[config.mk]
export PLATFORM = sky130hd
export DESIGN_NAME = hcsdp_top
export DESIGN_NICKNAME = d
export VERILOG_FILES = /design/src/hdl/hcsdp_pkg.sv /design/src/hdl/hcsdp_top.sv /design/src/hdl/hcsdp_fifo.sv
export SDC_FILE = /design/constraint.sdc
export NUM_CORES = 2
export LEC_CHECK = 0
export CAP_MARGIN = 20
export CORE_MARGIN = 4
export CORE_UTILIZATION = 25
export CTS_CLUSTER_DIAMETER = 40
export CTS_CLUSTER_SIZE = 16
export DETAILED_ROUTE_END_ITERATION = 10
export DONT_BUFFER_PORTS = 1
export PLACE_DENSITY = 0.45
export SLEW_MARGIN = 10
export SYNTH_ARGS = -nofsm -noshare
export SYNTH_HDL_FRONTEND = slang
export SYNTH_SLANG_ARGS = --single-unit
[constraint.sdc]
create_clock -name core_clk -period 7.3 [get_ports core_clk]
set_input_delay 2.19 -clock core_clk [delete_from_list [all_inputs] [get_ports core_clk]]
set_output_delay 2.19 -clock core_clk [all_outputs]
set_load 0.005 [all_outputs]
[src/hdl/hcsdp_pkg.sv]
package hcsdp_pkg;

    // Sizes
    localparam int NUM_CH     = 2;
    localparam int DATA_W     = 8;
    localparam int ADDR_W     = 8;
    localparam int FIFO_DEPTH = 32;
    localparam int FIFO_AW    = 5;
    localparam int BC_W       = 16;

    // Register map: channel in addr[7:4], register in addr[3:0]
    localparam logic [3:0] REG_CFG1    = 4'h0;
    localparam logic [3:0] REG_CFG2    = 4'h1;
    localparam logic [3:0] REG_TXBC_LO = 4'h2;
    localparam logic [3:0] REG_TXBC_HI = 4'h3;
    localparam logic [3:0] REG_STATUS  = 4'h4;
    localparam logic [3:0] REG_FIFO    = 4'h5;

    // Reset values
    localparam logic [7:0] CFG1_RST = 8'h00;
    localparam logic [7:0] CFG2_RST = 8'h00;

    // channel_config_1 fields
    localparam int C1_OPEN_DRAIN = 0;
    localparam int C1_PTP        = 1;
    localparam int C1_CMODE2     = 2;
    localparam int C1_DDR        = 3;
    localparam int C1_AUTO       = 4;
    // channel_config_2 fields
    localparam int C2_RX_EDGE    = 0;
    localparam int C2_TX_OUTPUT_ENABLE       = 1;
    localparam int C2_TSC_LSB    = 2;
    localparam int C2_BLK_LSB    = 4;
    // Status fields
    localparam int ST_COLL       = 0;
    localparam int ST_OVF        = 1;
    localparam int ST_RXREQ      = 2;
    localparam int ST_TXREQ      = 3;
    localparam int ST_CTS        = 4;

    // Smallest receive block, shifted left by the block select
    localparam logic [5:0] RX_BLK_MIN = 6'h04;

    // Tristate control functions
    localparam logic [1:0] TSC_DATA     = 2'h0;
    localparam logic [1:0] TSC_ENABLED  = 2'h1;
    localparam logic [1:0] TSC_OFF      = 2'h2;
    localparam logic [1:0] TSC_DATA_CTS = 2'h3;

    typedef struct packed {
        logic       auto_mode;
        logic       ddr;
        logic       clock_mode2;
        logic       point_to_point;
        logic       open_drain_select;
        logic [1:0] blk_sel;
        logic [1:0] tristate_ctrl_func;
        logic       tx_output_enable;
        logic       rx_sample_edge;
    } hcsdp_cfg_t;

    typedef struct packed {
        logic sclk;
        logic rxd;
        logic fsync;
        logic coll;
    } hcsdp_pins_t;

    typedef enum logic [1:0] {
        TX_IDLE  = 2'b01,
        TX_SHIFT = 2'b10
    } hcsdp_tx_state_t;

endpackage : hcsdp_pkg

[src/hdl/hcsdp_top.sv]
// Function
// - Serial clock accepted at single or double data rate, by configuration.
// - Receive data sampled on falling clock edge if edge select 0, rising if 1.
// - Transmit output is push-pull or open-drain, per open-drain select bit.
// - Transmit output high impedance when tristate control high or output enable cleared.
// - With tristate control function 0, tristate control low exactly while transmit output carries valid data.
// - Two-bit tristate control function selects tristate control timing.
// - Both tristate controls held high during reset.
// - Point-to-point mode: collision input is clear-to-send, low enables transmit.
// - Receive DMA request stays high while receive FIFO needs emptying.
// - Receive DMA moves whole blocks of 32, 16, 8 or 4 bytes.
// - Transmit DMA request stays high while transmit FIFO needs data.
// - Acknowledge with read pops receive FIFO, with write pushes transmit FIFO.
// - During acknowledge the address is ignored and the channel FIFO selected.
// - Automatic mode behaves as a normal-response-mode slave station.
`timescale 1ns/1ns
`default_nettype none

module hcsdp_top (
    input  wire logic       core_clk,
    input  wire logic       rst,
    input  wire logic [7:0] reg_addr,
    input  wire logic [7:0] reg_wr_data,
    input  wire logic       reg_wr,
    input  wire logic       reg_rd,
    output logic      [7:0] reg_rd_data,
    input  wire logic       frame_sync_a,
    input  wire logic       frame_sync_b,
    input  wire logic       serial_clock_a,
    input  wire logic       serial_clock_b,
    input  wire logic       rx_serial_data_a,
    input  wire logic       rx_serial_data_b,
    input  wire logic       collision_in_a,
    input  wire logic       collision_in_b,
    input  wire logic       dma_ack_a_n,
    input  wire logic       dma_ack_b_n,
    output logic            tx_serial_data_a,
    output logic            tx_serial_data_a_oe,
    output logic            tx_serial_data_b,
    output logic            tx_serial_data_b_oe,
    output logic            tristate_ctrl_a_n,
    output logic            tristate_ctrl_b_n,
    output logic            rx_dma_request_a,
    output logic            rx_dma_request_b,
    output logic            tx_dma_request_a,
    output logic            tx_dma_request_b
);

    localparam int N = hcsdp_pkg::NUM_CH;

    hcsdp_pkg::hcsdp_pins_t pin_raw [N];
    logic [N-1:0]           ack_n;
    logic [N-1:0]           txd_q;
    logic [N-1:0]           txoe_q;
    logic [N-1:0]           tsc_n_q;
    logic [N-1:0]           rxreq_q;
    logic [N-1:0]           txreq_q;
    logic [7:0]             ch_rd_data [N];

    // Pin gathering
    assign pin_raw[0] = '{sclk: serial_clock_a, rxd: rx_serial_data_a, fsync: frame_sync_a, coll: collision_in_a};
    assign pin_raw[1] = '{sclk: serial_clock_b, rxd: rx_serial_data_b, fsync: frame_sync_b, coll: collision_in_b};
    assign ack_n      = {dma_ack_b_n, dma_ack_a_n};

    // Outputs straight from channel flops
    assign tx_serial_data_a    = txd_q[0];
    assign tx_serial_data_b    = txd_q[1];
    assign tx_serial_data_a_oe = txoe_q[0];
    assign tx_serial_data_b_oe = txoe_q[1];
    assign tristate_ctrl_a_n   = tsc_n_q[0];
    assign tristate_ctrl_b_n   = tsc_n_q[1];
    assign rx_dma_request_a    = rxreq_q[0];
    assign rx_dma_request_b    = rxreq_q[1];
    assign tx_dma_request_a    = txreq_q[0];
    assign tx_dma_request_b    = txreq_q[1];

    // Any acknowledge suspends address decoding
    wire any_ack = ~&ack_n;

    // Read data, valid only in the cycle after the read strobe
    always_ff @(posedge core_clk) begin
        if (rst) begin
            reg_rd_data <= 8'h00;
        end else begin
            reg_rd_data <= reg_rd ? (ch_rd_data[0] | ch_rd_data[1]) : 8'h00;
        end
    end

    for (genvar c = 0; c < N; c++) begin : g_ch
        hcsdp_pkg::hcsdp_pins_t  pin_meta;
        hcsdp_pkg::hcsdp_pins_t  pin_sync;
        logic                    sclk_prev;
        logic                    fs_prev;
        logic [7:0]              cfg1;
        logic [7:0]              cfg2;
        logic [7:0]              bc_hi;
        logic [hcsdp_pkg::BC_W-1:0] tx_remaining;
        logic                    phase;
        logic                    framed;
        logic [7:0]              rx_shift;
        logic [2:0]              rx_bits;
        logic                    rx_done;
        logic [5:0]              rx_left;
        logic                    coll_flag;
        logic                    ovf_flag;
        logic                    polled;
        hcsdp_pkg::hcsdp_tx_state_t tx_state;
        logic [7:0]              tx_shift;
        logic [2:0]              tx_bits;
        logic                    rx_in_ready;
        logic                    rx_out_valid;
        logic [7:0]              rx_head;
        logic [5:0]              rx_level;
        logic                    tx_in_ready;
        logic                    tx_out_valid;
        logic [7:0]              tx_head;
        logic [5:0]              tx_level;
        hcsdp_pkg::hcsdp_cfg_t   cfg;

        // Configuration fields
        assign cfg = '{
            auto_mode:          cfg1[hcsdp_pkg::C1_AUTO],
            ddr:                cfg1[hcsdp_pkg::C1_DDR],
            clock_mode2:        cfg1[hcsdp_pkg::C1_CMODE2],
            point_to_point:     cfg1[hcsdp_pkg::C1_PTP],
            open_drain_select:  cfg1[hcsdp_pkg::C1_OPEN_DRAIN],
            blk_sel:            cfg2[hcsdp_pkg::C2_BLK_LSB +: 2],
            tristate_ctrl_func: cfg2[hcsdp_pkg::C2_TSC_LSB +: 2],
            tx_output_enable:   cfg2[hcsdp_pkg::C2_TX_OUTPUT_ENABLE],
            rx_sample_edge:     cfg2[hcsdp_pkg::C2_RX_EDGE]
        };

        // Register decode, address ignored during acknowledge
        wire       ch_hit  = ~any_ack & (reg_addr[7:4] == 4'(c));
        wire [3:0] off     = reg_addr[3:0];
        wire       wr_cfg1 = reg_wr & ch_hit & (off == hcsdp_pkg::REG_CFG1);
        wire       wr_cfg2 = reg_wr & ch_hit & (off == hcsdp_pkg::REG_CFG2);
        wire       wr_bclo = reg_wr & ch_hit & (off == hcsdp_pkg::REG_TXBC_LO);
        wire       wr_bchi = reg_wr & ch_hit & (off == hcsdp_pkg::REG_TXBC_HI);
        wire       wr_stat = reg_wr & ch_hit & (off == hcsdp_pkg::REG_STATUS);
        wire       sw_fwr  = reg_wr & ch_hit & (off == hcsdp_pkg::REG_FIFO);
        wire       sw_frd  = reg_rd & ch_hit & (off == hcsdp_pkg::REG_FIFO);

        // DMA cycles select this channel's FIFO directly
        wire dma_rd = ~ack_n[c] & reg_rd & rxreq_q[c];
        wire dma_wr = ~ack_n[c] & reg_wr & txreq_q[c];

        // Serial clock edges and bit ticks
        wire rise      = pin_sync.sclk & ~sclk_prev;
        wire fall      = ~pin_sync.sclk & sclk_prev;
        wire smp_raw   = cfg.rx_sample_edge ? rise : fall;
        wire lch_raw   = cfg.rx_sample_edge ? fall : rise;
        wire smp_tick  = smp_raw & (~cfg.ddr | phase);
        wire lch_tick  = lch_raw & (~cfg.ddr | ~phase);
        wire fs_pulse  = cfg.clock_mode2 & pin_sync.fsync & ~fs_prev;
        wire active    = cfg.clock_mode2 ? framed : pin_sync.fsync;

        // Transmit permission
        wire cts_ok    = ~cfg.point_to_point | ~pin_sync.coll;
        wire auto_ok   = ~cfg.auto_mode | polled;
        wire tx_en     = cts_ok & auto_ok & active;
        wire driving   = tx_state == hcsdp_pkg::TX_SHIFT;
        wire collide   = ~cfg.point_to_point & driving & smp_tick & tx_shift[0] & ~pin_sync.coll;
        wire tx_start  = lch_tick & tx_out_valid & tx_en;
        wire tx_last   = driving & lch_tick & (tx_bits == 3'h7);
        wire tx_pop    = (tx_state == hcsdp_pkg::TX_IDLE) ? tx_start : (tx_last & tx_start & ~collide);

        // Receive block size and request
        wire [5:0] blk_bytes = hcsdp_pkg::RX_BLK_MIN << cfg.blk_sel;
        wire       rx_pop    = dma_rd | sw_frd;

        // Tristate control and pin drive selection
        logic next_tsc_n;
        always_comb begin
            case (cfg.tristate_ctrl_func)
                hcsdp_pkg::TSC_DATA:     next_tsc_n = ~driving;
                hcsdp_pkg::TSC_ENABLED:  next_tsc_n = ~(tx_en & cfg.tx_output_enable);
                hcsdp_pkg::TSC_OFF:      next_tsc_n = 1'b1;
                hcsdp_pkg::TSC_DATA_CTS: next_tsc_n = ~(driving & cts_ok);
                default:                 next_tsc_n = 1'b1;
            endcase
        end
        wire pin_on   = ~next_tsc_n & cfg.tx_output_enable;
        wire out_bit  = driving ? tx_shift[0] : 1'b1;
        wire next_oe  = pin_on & (~cfg.open_drain_select | ~out_bit);
        wire next_txd = ~cfg.open_drain_select & out_bit;

        // Input synchronisers and edge history
        always_ff @(posedge core_clk) begin
            pin_meta  <= pin_raw[c];
            pin_sync  <= pin_meta;
            sclk_prev <= pin_sync.sclk;
            fs_prev   <= pin_sync.fsync;
        end

        // Configuration and byte count registers
        always_ff @(posedge core_clk) begin
            if (rst) begin
                cfg1  <= hcsdp_pkg::CFG1_RST;
                cfg2  <= hcsdp_pkg::CFG2_RST;
                bc_hi <= 8'h00;
            end else begin
                if (wr_cfg1) cfg1 <= reg_wr_data;
                if (wr_cfg2) cfg2 <= reg_wr_data;
                if (wr_bchi) bc_hi <= reg_wr_data;
            end
        end

        // Remaining transmit bytes, loaded by the low byte write
        always_ff @(posedge core_clk) begin
            if (rst) begin
                tx_remaining <= '0;
            end else if (wr_bclo) begin
                tx_remaining <= {bc_hi, reg_wr_data};
            end else if (dma_wr) begin
                tx_remaining <= tx_remaining - 16'h0001;
            end
        end

        // Transmit request: bytes owed and room for one more write
        always_ff @(posedge core_clk) begin
            if (rst) begin
                txreq_q[c] <= 1'b0;
            end else begin
                txreq_q[c] <= (tx_remaining != 16'(dma_wr)) & ~wr_bclo & (tx_level < 6'(hcsdp_pkg::FIFO_DEPTH - 1));
            end
        end

        // Receive request held until a whole block has moved
        always_ff @(posedge core_clk) begin
            if (rst) begin
                rxreq_q[c] <= 1'b0;
                rx_left    <= 6'h00;
            end else if (~rxreq_q[c] & (rx_level >= blk_bytes)) begin
                rxreq_q[c] <= 1'b1;
                rx_left    <= blk_bytes;
            end else if (rxreq_q[c] & rx_pop) begin
                rx_left    <= rx_left - 6'h01;
                rxreq_q[c] <= rx_left != 6'h01;
            end
        end

        // Bit phase and frame tracking
        always_ff @(posedge core_clk) begin
            if (rst) begin
                phase  <= 1'b0;
                framed <= 1'b0;
            end else begin
                if (smp_raw) phase <= ~phase;
                if (fs_pulse) framed <= 1'b1;
                else if (~cfg.clock_mode2) framed <= 1'b0;
            end
        end

        // Receive shifter, LSB first
        always_ff @(posedge core_clk) begin
            if (rst) begin
                rx_shift <= 8'h00;
                rx_bits  <= 3'h0;
                rx_done  <= 1'b0;
            end else begin
                rx_done <= 1'b0;
                if (fs_pulse) begin
                    rx_bits <= 3'h0;
                end else if (smp_tick & active) begin
                    rx_shift <= {pin_sync.rxd, rx_shift[7:1]};
                    rx_bits  <= rx_bits + 3'h1;
                    rx_done  <= rx_bits == 3'h7;
                end
            end
        end

        // Sticky flags, set wins over clear
        always_ff @(posedge core_clk) begin
            if (rst) begin
                coll_flag <= 1'b0;
                ovf_flag  <= 1'b0;
            end else begin
                coll_flag <= collide | (coll_flag & ~(wr_stat & reg_wr_data[hcsdp_pkg::ST_COLL]));
                ovf_flag  <= (rx_done & ~rx_in_ready) | (ovf_flag & ~(wr_stat & reg_wr_data[hcsdp_pkg::ST_OVF]));
            end
        end

        // Slave station: answer only after hearing a frame
        always_ff @(posedge core_clk) begin
            if (rst) begin
                polled <= 1'b0;
            end else if (rx_done) begin
                polled <= 1'b1;
            end else if (driving & tx_last & ~tx_start) begin
                polled <= 1'b0;
            end
        end

        // Transmit state machine
        always_ff @(posedge core_clk) begin
            if (rst) begin
                tx_state <= hcsdp_pkg::TX_IDLE;
                tx_shift <= 8'hff;
                tx_bits  <= 3'h0;
            end else begin
                case (tx_state)
                    hcsdp_pkg::TX_IDLE: begin
                        if (tx_start) begin
                            tx_state <= hcsdp_pkg::TX_SHIFT;
                            tx_shift <= tx_head;
                            tx_bits  <= 3'h0;
                        end
                    end
                    hcsdp_pkg::TX_SHIFT: begin
                        if (collide) begin
                            tx_state <= hcsdp_pkg::TX_IDLE;
                        end else if (tx_last) begin
                            tx_state <= tx_start ? hcsdp_pkg::TX_SHIFT : hcsdp_pkg::TX_IDLE;
                            tx_shift <= tx_head;
                            tx_bits  <= 3'h0;
                        end else if (lch_tick) begin
                            tx_shift <= {1'b1, tx_shift[7:1]};
                            tx_bits  <= tx_bits + 3'h1;
                        end
                    end
                    default: tx_state <= hcsdp_pkg::TX_IDLE;
                endcase
            end
        end

        // Pin output flops
        always_ff @(posedge core_clk) begin
            if (rst) begin
                tsc_n_q[c] <= 1'b1;
                txoe_q[c]  <= 1'b0;
                txd_q[c]   <= 1'b1;
            end else begin
                tsc_n_q[c] <= next_tsc_n;
                txoe_q[c]  <= next_oe;
                txd_q[c]   <= next_txd;
            end
        end

        // Read value for this channel
        always_comb begin
            ch_rd_data[c] = 8'h00;
            if (dma_rd) begin
                ch_rd_data[c] = rx_head;
            end else if (ch_hit) begin
                case (off)
                    hcsdp_pkg::REG_CFG1:    ch_rd_data[c] = cfg1;
                    hcsdp_pkg::REG_CFG2:    ch_rd_data[c] = cfg2;
                    hcsdp_pkg::REG_TXBC_LO: ch_rd_data[c] = tx_remaining[7:0];
                    hcsdp_pkg::REG_TXBC_HI: ch_rd_data[c] = tx_remaining[15:8];
                    hcsdp_pkg::REG_STATUS:  ch_rd_data[c] = {3'h0, cts_ok, txreq_q[c], rxreq_q[c], ovf_flag, coll_flag};
                    hcsdp_pkg::REG_FIFO:    ch_rd_data[c] = rx_out_valid ? rx_head : 8'h00;
                    default:                ch_rd_data[c] = 8'h00;
                endcase
            end
        end

        // Receive FIFO, drained by DMA or software
        hcsdp_fifo #(.W(8), .DEPTH(hcsdp_pkg::FIFO_DEPTH), .AW(hcsdp_pkg::FIFO_AW)) u_rx_fifo (
            .clk       (core_clk),
            .rst       (rst),
            .in_valid  (rx_done),
            .in_ready  (rx_in_ready),
            .in_data   (rx_shift),
            .out_valid (rx_out_valid),
            .out_ready (rx_pop),
            .out_data  (rx_head),
            .level     (rx_level)
        );

        // Transmit FIFO, drained by the shifter which stalls when empty
        hcsdp_fifo #(.W(8), .DEPTH(hcsdp_pkg::FIFO_DEPTH), .AW(hcsdp_pkg::FIFO_AW)) u_tx_fifo (
            .clk       (core_clk),
            .rst       (rst),
            .in_valid  (dma_wr | sw_fwr),
            .in_ready  (tx_in_ready),
            .in_data   (reg_wr_data),
            .out_valid (tx_out_valid),
            .out_ready (tx_pop),
            .out_data  (tx_head),
            .level     (tx_level)
        );
    end

endmodule : hcsdp_top

`default_nettype wire

[src/hdl/hcsdp_fifo.sv]
`timescale 1ns/1ns
`default_nettype none

module hcsdp_fifo #(
    parameter int W     = 8,
    parameter int DEPTH = 32,
    parameter int AW    = 5
) (
    input  wire logic          clk,
    input  wire logic          rst,
    input  wire logic          in_valid,
    output logic               in_ready,
    input  wire logic [W-1:0]  in_data,
    output logic               out_valid,
    input  wire logic          out_ready,
    output logic [W-1:0]       out_data,
    output logic [AW:0]        level
);

    logic [W-1:0] mem [DEPTH];
    logic [AW:0]  wr_ptr;
    logic [AW:0]  rd_ptr;

    // Handshakes and pointers
    wire          push        = in_valid & in_ready;
    wire          pop         = out_valid & out_ready;
    wire [AW:0]   next_rd_ptr = rd_ptr + (AW+1)'(pop);
    wire          bypass      = push & (wr_ptr[AW-1:0] == next_rd_ptr[AW-1:0]);

    assign level     = wr_ptr - rd_ptr;
    assign in_ready  = level != (AW+1)'(DEPTH);
    assign out_valid = level != '0;

    // Pointer update
    always_ff @(posedge clk) begin
        if (rst) begin
            wr_ptr <= '0;
            rd_ptr <= '0;
        end else begin
            wr_ptr <= wr_ptr + (AW+1)'(push);
            rd_ptr <= next_rd_ptr;
        end
    end

    // Storage and registered head word
    always_ff @(posedge clk) begin
        if (push) begin
            mem[wr_ptr[AW-1:0]] <= in_data;
        end
        out_data <= bypass ? in_data : mem[next_rd_ptr[AW-1:0]];
    end

endmodule : hcsdp_fifo

`default_nettype wire

Word-level counts from Yosys, hierarchy flattened. Memories as Yosys holds them, arrays and structs flattened. A register that Yosys moved wholly into a read port is not among the register bits. Index checks and enable logic that the tools add are counted.

Add/subtract/negate cells: 20. Magnitude comparators: 4. Eq/ne operators: 38. Shifts and indexed selects: 2. Muxes and demuxes: 78. Bitwise operators: 174. Reduce and logical (&&, ||, !) cells: 28.

Operator list (count): 8-bit two-way mux (14); 1-bit AND (106); 8-bit case mux with 6 select lines (2); 16-bit two-way mux (4); 1-bit NOT (49); 6-bit by 1-bit adder with 6-bit output (8); 16-bit by 1-bit != test with 1-bit output (2); 8-bit case mux with 2 select lines (2); 16-bit by 1-bit subtractor with 16-bit output (second input constant) (2); 1-bit two-way mux (30); 3-bit two-way mux (8); 6-bit two-way mux (4); 6-bit != test (second input constant) (4); 6-bit nonzero test (4); 6-bit subtractor (4); 1-bit bitwise OR (18); 2-bit two-way mux (8); 2-bit nonzero test (8); 3-bit by 1-bit adder with 3-bit output (second input constant) (4); 2-bit equality test (second input constant) (6); 3-bit equality test (second input constant) (4); 6-bit >= comparator (2); 6-bit by 5-bit less-than comparator with 1-bit output (second input constant) (2); 6-bit by 1-bit != test with 1-bit output (second input constant) (2); 20 further kinds (47).

Register bits: 238. RAM bits: 1024. Input port bits: 30. Word-level logic and storage cells: 419. Memories: 4.

Memories: g_ch[0].u_rx_fifo.mem (words 32, bits a word 8, read ports 1, clocked after Yosys merged registers in 1, write ports 1, RTL line hcsdp_fifo.sv:20) `logic [W-1:0] mem [DEPTH];`; g_ch[0].u_tx_fifo.mem (words 32, bits a word 8, read ports 1, clocked after Yosys merged registers in 1, write ports 1, RTL line hcsdp_fifo.sv:20); g_ch[1].u_rx_fifo.mem (words 32, bits a word 8, read ports 1, clocked after Yosys merged registers in 1, write ports 1, RTL line hcsdp_fifo.sv:20); g_ch[1].u_tx_fifo.mem (words 32, bits a word 8, read ports 1, clocked after Yosys merged registers in 1, write ports 1, RTL line hcsdp_fifo.sv:20).

Logic depth before layout (Yosys ltp).
Depth in word-level cells: 12. Mapped depth: 15.

By module. A second synthesis with hierarchy kept.

Cell total of the unflattened synthesis: 3611. Area total of the unflattened synthesis: 53272.3 µm².

Modules (own cells, without submodules): hcsdp_fifo (g_ch[0].u_rx_fifo ...) (times used 2, cells each 647, area an instance 10986.8 µm²); hcsdp_fifo (g_ch[1].u_tx_fifo) (times used 1, cells each 647, area an instance 10989.3 µm²); hcsdp_fifo (g_ch[1].u_rx_fifo) (times used 1, cells each 648, area an instance 10988.0 µm²); hcsdp_top (times used 1, cells each 1022, area an instance 9321.4 µm²).

Worst setup path after synthesis. Ideal clock, no wire load.

Kind: in2reg. Start: input port reg_addr[5]. End: memory g_ch[1].u_tx_fifo.mem[12][0], enable pin. Setup time: 0.370 ns. Data arrival time: 4.018 ns. Slack: 2.912 ns. Stages on the path: 7. Buffers on the path: 0. Cells stage by stage: nor4b_2 > nand4_1 > nor2_1 > nor2_1 > a21oi_1 > nand3_1 > nor2_1.

Word-level cells in the longest chain between the ends: 8.

RTL lines: start, declared (RTL line hcsdp_top.sv:22) `input wire logic [7:0] reg_addr,`; 4-bit by 1-bit equality test with 1-bit output (RTL line hcsdp_top.sv:134) `wire ch_hit = ~any_ack & (reg_addr[7:4] == 4'(c));`; 1-bit AND (RTL line hcsdp_top.sv:134); 1-bit AND (2 in a row) (RTL line hcsdp_top.sv:141) `wire sw_fwr = reg_wr & ch_hit & (off == hcsdp_pkg::REG_FIFO);`; 1-bit bitwise OR (RTL line hcsdp_top.sv:375) `.in_valid (dma_wr | sw_fwr),`; 1-bit AND (RTL line hcsdp_fifo.sv:25) `wire push = in_valid & in_ready;`; 1-bit two-way mux (RTL line hcsdp_fifo.sv:47) `if (push) begin`; 1-bit two-way mux (not written as such) (RTL line hcsdp_fifo.sv:48) `mem[wr_ptr[AW-1:0]] <= in_data;`; end, declared (RTL line hcsdp_fifo.sv:20).

No other way between the ends.

Final worst setup path.
Start: input port reg_addr[5]. End: memory g_ch[0].u_tx_fifo.mem[16][6], enable pin.

Word-level cells in the longest chain between the ends: 8.

RTL lines (RTL line): 4-bit logical NOT (hcsdp_top.sv:134); 1-bit AND (hcsdp_top.sv:134); 1-bit AND (2 in a row) (hcsdp_top.sv:141); 1-bit bitwise OR (hcsdp_top.sv:375); 1-bit AND (hcsdp_fifo.sv:25); 1-bit two-way mux (hcsdp_fifo.sv:47); 1-bit two-way mux (not written as such) (hcsdp_fifo.sv:48); end, declared (hcsdp_fifo.sv:20).

No other way between the ends.

==> out/metrics.csv <==
stage,metric,value,unit
outcome,status,"complete, no violations",
worst_hold_path,hold_class,flip-flop to flip-flop,
clock_network,clk_pin_slew_worst_paths,0.07,ns
power_and_ir_drop,power.leakage,0.01864,µW
synthesis,muxShareOfSynthArea,14.61,%
global_route,grt_pass1_wl,195900,µm
synthesis,ys_types,75,
synthesis,ys_seq_area_share,69.42,%
timing,timing.fmax,206.0,MHz
clock_network,cts_tree,done,
power_and_ir_drop,ir_worst_vdd,0.1621,mV
global_route,grt_overflow,0,
timing,timing.hold.ws,0.3300,ns
timing,finalMaxSlewViolations,0,
clock_network,cts_hold_buf,0,
timing,worstMarginPinSlew,1.178,ns
placement,portBuffers,0,
layout,final_util,29.61,%
worst_setup_path,crit_slowest_cell,nor2_1,
layout,design_area,0.06077,mm²
drt,firstDrtPassIters,8,
floorplan,fp.dieH,462.9,µm
drt,drt_iter0_drc,2472,
clock_network,cts_buffer_depth,3,
synthesis,synth_nets,3292,
timing,slew_headroom,21.32,%
drt,via_count,27910,
layout,multi_input_area,0.01501,mm²
drt,drc,0,
clock_network,h-tree-depth,4,
clock_network,cts_made_buffers,165,
floorplan,core_area,0.2052,mm²
synthesis,ys_ff_latch,1282,
global_route,grt_pass1_vias,28540,
layout,syn_to_final_growth,17.46,%
placement,gp_routability_congestion,0.7635,
synthesis,yosys.area_share.simple,7.060,%
timing,timing.final.crit_share,66.49,%
clock_network,root_buffer,clkbuf_16,
drt,vias_per_cell,4.593,
synthesis,synth_cells,3198,
synthesis,synth_compound_area_share,4.866,%
clock_network,cts.sink_count,1282,
layout,regArea,0.03594,mm²
synthesis,async_reset_ff_share,0,%
placement,dp_cells,5763,
floorplan,die_w,462.9,µm
floorplan,pin_count,48,
timing,fin_skew,0.02711,ns
synthesis,synthXorXnorAreaFrac,0.8634,%
timing,rsz0062_at_grt,false,
clock_network,clock_latency,0.79,ns
worst_setup_path,endpoint_kind,flip-flop,
placement,dp_hpwl,81860,µm
worst_setup_path,worstSetupPathType,input pin to flip-flop,
synthesis,synth_fa_ha_area_share,1.577,%
timing,fin_tns_setup,0,ns
synthesis,syn_avg_cell_area,16.18,µm²
floorplan,die-area,0.2143,mm²
power_and_ir_drop,power_density,281.8,mW/mm²
layout,stdcell_count,6076,
worst_setup_path,worst_ep_arrival_time,5.26,ns
global_route,track_usage,12.14,%
worst_setup_path,critPathMaxStageDelay,0.82,ns
synthesis,ys.flop_type,edfxtp_1,
global_route,antenna_found_initial,7,
worst_setup_path,worstPathRequired,7.71,ns
worst_setup_path,cp_max_fo,8,
layout,nets,3338,
drt,routedWlPerCell,21.87,µm
worst_setup_path,path_cells,nor4b_2 > buf_4 > nand4_1 > o21ai_0 > o41a_1 > nand3_1 > nor2_1,
clock_network,postCtsResizedCells,0,
global_route,grt_start_max_net_pins,205,
synthesis,synth_edf_count,1024,
synthesis,synth_top_family_by_area,multiplexers,
floorplan,start_util,25.21,%
layout,nFillCells,20280,
synthesis,synth_warnings,0,
drt,wirelength,132900,µm
flow_run,drv_cap,0,
timing,setup_violations,0,
worst_setup_path,startpoint_type,input pin,
floorplan,fp-row-count,166,
timing,period_minus_slack,4.854,ns
synthesis,syn_area,0.05173,mm²
worst_setup_path,crit_buf_inv,1,
timing,hold_violations,0,
worst_setup_path,path_delay_family,simple AND/OR/NAND/NOR gates,
layout,drive_gt1_share,18.33,%
drt,ant_nets,0,
placement,placed_area,0.05482,mm²
clock_network,post_cts_buffers,0,
==> cell type report <==
class | instances | share of cell area, %
Sequential cell | 1282 | 59.14
Multi-Input combinational cell | 1705 | 24.71
Clock buffer | 184 | 7.104
Tap cell | 2688 | 5.535
Clock inverter | 126 | 2.654
Timing Repair Buffer | 42 | 0.5580
Inverter | 48 | 0.2965
Antenna cell | 1 | 0.004118
==> sequential cells by signal (all words and copies together), names as in the netlist, 4 cells and up, named ones only <==
signal	flops
g_ch.bc_hi	16
g_ch.cfg1	16
g_ch.cfg2	16
g_ch.pin_meta	8
g_ch.pin_sync	8
g_ch.rx_bits	6
g_ch.rx_left	12
g_ch.rx_shift	16
g_ch.tx_bits	6
g_ch.tx_remaining	32
g_ch.tx_shift	16
g_ch.tx_state	4
g_ch.u_rx_fifo.mem	512
g_ch.u_rx_fifo.rd_ptr	12
g_ch.u_rx_fifo.wr_ptr	12
g_ch.u_tx_fifo.mem	512
g_ch.u_tx_fifo.rd_ptr	12
g_ch.u_tx_fifo.wr_ptr	12
reg_rd_data	8
==> where the power goes <==
group / switching [µW] / internal (µW)
clock: 3410 / 5240
sequential: 79.3 / 7880
combinational: 259 / 256
==> metal layers <==
metal  vias up  track usage, %  wire length, µm
met5         -               0                0
met1     14390           16.66            60910
met4         0           3.624             3392
met3       201           2.284             5649
met2       595           19.52            62950
li1      12720               -                -
==> cells in the final DEF (no fill, tap or decap), types with 9 or more instances in the layout <==
| cell | count |
|---|---|
| edfxtp_1 | 1024 |
| o21a_1 | 12 |
| mux4_2 | 235 |
| a31oi_1 | 11 |
| clkbuf_1 | 13 |
| or3_1 | 22 |
| inv_8 | 10 |
| nor2b_1 | 62 |
| nand2b_1 | 18 |
| o21ai_0 | 68 |
| nand4_1 | 22 |
| xor2_1 | 25 |
| inv_6 | 33 |
| ha_1 | 62 |
| a22oi_1 | 45 |
| dfxtp_1 | 247 |
| clkinvlp_4 | 15 |
| clkinv_2 | 13 |
| or4_1 | 13 |
| a21oi_1 | 129 |
| bufinv_16 | 24 |
| nand3b_1 | 16 |
| nand3_1 | 80 |
| nor2_1 | 300 |
| clkinv_4 | 16 |
| or3b_2 | 12 |
| buf_4 | 40 |
| nand2_1 | 110 |
| inv_1 | 48 |
| nor3_1 | 16 |
| mux2i_1 | 225 |
| a222oi_1 | 16 |
| nor4_1 | 9 |
| o2111ai_1 | 9 |
| clkbuf_16 | 170 |
| and2_1 | 10 |
| a211oi_1 | 32 |
| or2_2 | 10 |
| xnor2_1 | 26 |
==> cell families (layout without fill, tap and decap cells) <==
kind of cell | Yosys count | after routing
XOR/XNOR | 51 | 51
flip-flops | 1282 | 1282
multiplexers | 461 | 461
other | 0 | 1
AND/OR/NAND/NOR | 740 | 740
AO/OA/AOI/OAI | 389 | 389
buffers and inverters | 211 | 400
adder cells (fa/ha/maj) | 64 | 64
==> synthesized netlist by cell type (all sizes together) (9+ instances only) <==
master / n / area share, %
a21oi: 129 / 1.2
nor2b: 62 / 0.75
and2: 10 / 0.12
o21ai: 68 / 0.66
nand2: 111 / 0.81
o2111ai: 9 / 0.15
nor3: 17 / 0.17
or3b: 12 / 0.20
nor4: 10 / 0.12
or3: 22 / 0.27
clkbuf: 101 / 0.74
or2: 10 / 0.12
inv: 48 / 0.35
nor2: 300 / 2.2
ha: 62 / 1.5
edfxtp: 1024 / 59
a31oi: 11 / 0.13
xor2: 25 / 0.42
or4: 16 / 0.25
o21a: 12 / 0.17
a22oi: 45 / 0.65
nand3b: 16 / 0.23
mux4: 235 / 10
nand3: 80 / 0.77
xnor2: 26 / 0.44
mux2i: 225 / 4.4
dfxtp: 258 / 10
buf: 62 / 0.52
nand4: 22 / 0.27
nand2b: 18 / 0.22
a211oi: 32 / 0.46
a222oi: 16 / 0.31
==> path summary, 6_finish.rpt <==
path,cells after the start,slack (ns),to,start
worst max-delay path,7,2.45,g_ch[0].u_tx_fifo.mem[16][6],reg_addr[5]
worst min-delay path,0,0.33,g_ch[0].pin_sync[1],g_ch[0].pin_meta[1]
worst max register to register,8,3.14,g_ch[1].u_tx_fifo.mem[31][4],g_ch[1].u_tx_fifo.wr_ptr[4]
worst min register to register,0,0.33,g_ch[0].pin_sync[1],g_ch[0].pin_meta[1]
==> worst register-to-register path: cells and delay by family, from the launching register on <==
kind / cells / cell delay (ns)
fa+ha+maj: 1 / 0.37
simple gates: 4 / 1.96
flops: 1 / 0.63
compound gates: 3 / 0.83
==> through the flow <==
stage               setup slack [ns]  total power (µW)
finish                         2.446             17130
global route                   2.316             17740
detailed placement             1.603              8644
floorplan                      2.912              8510
CTS                            2.444             17350
global placement               1.670              8642
No activity file was read; power rests on OpenSTA's default activity.
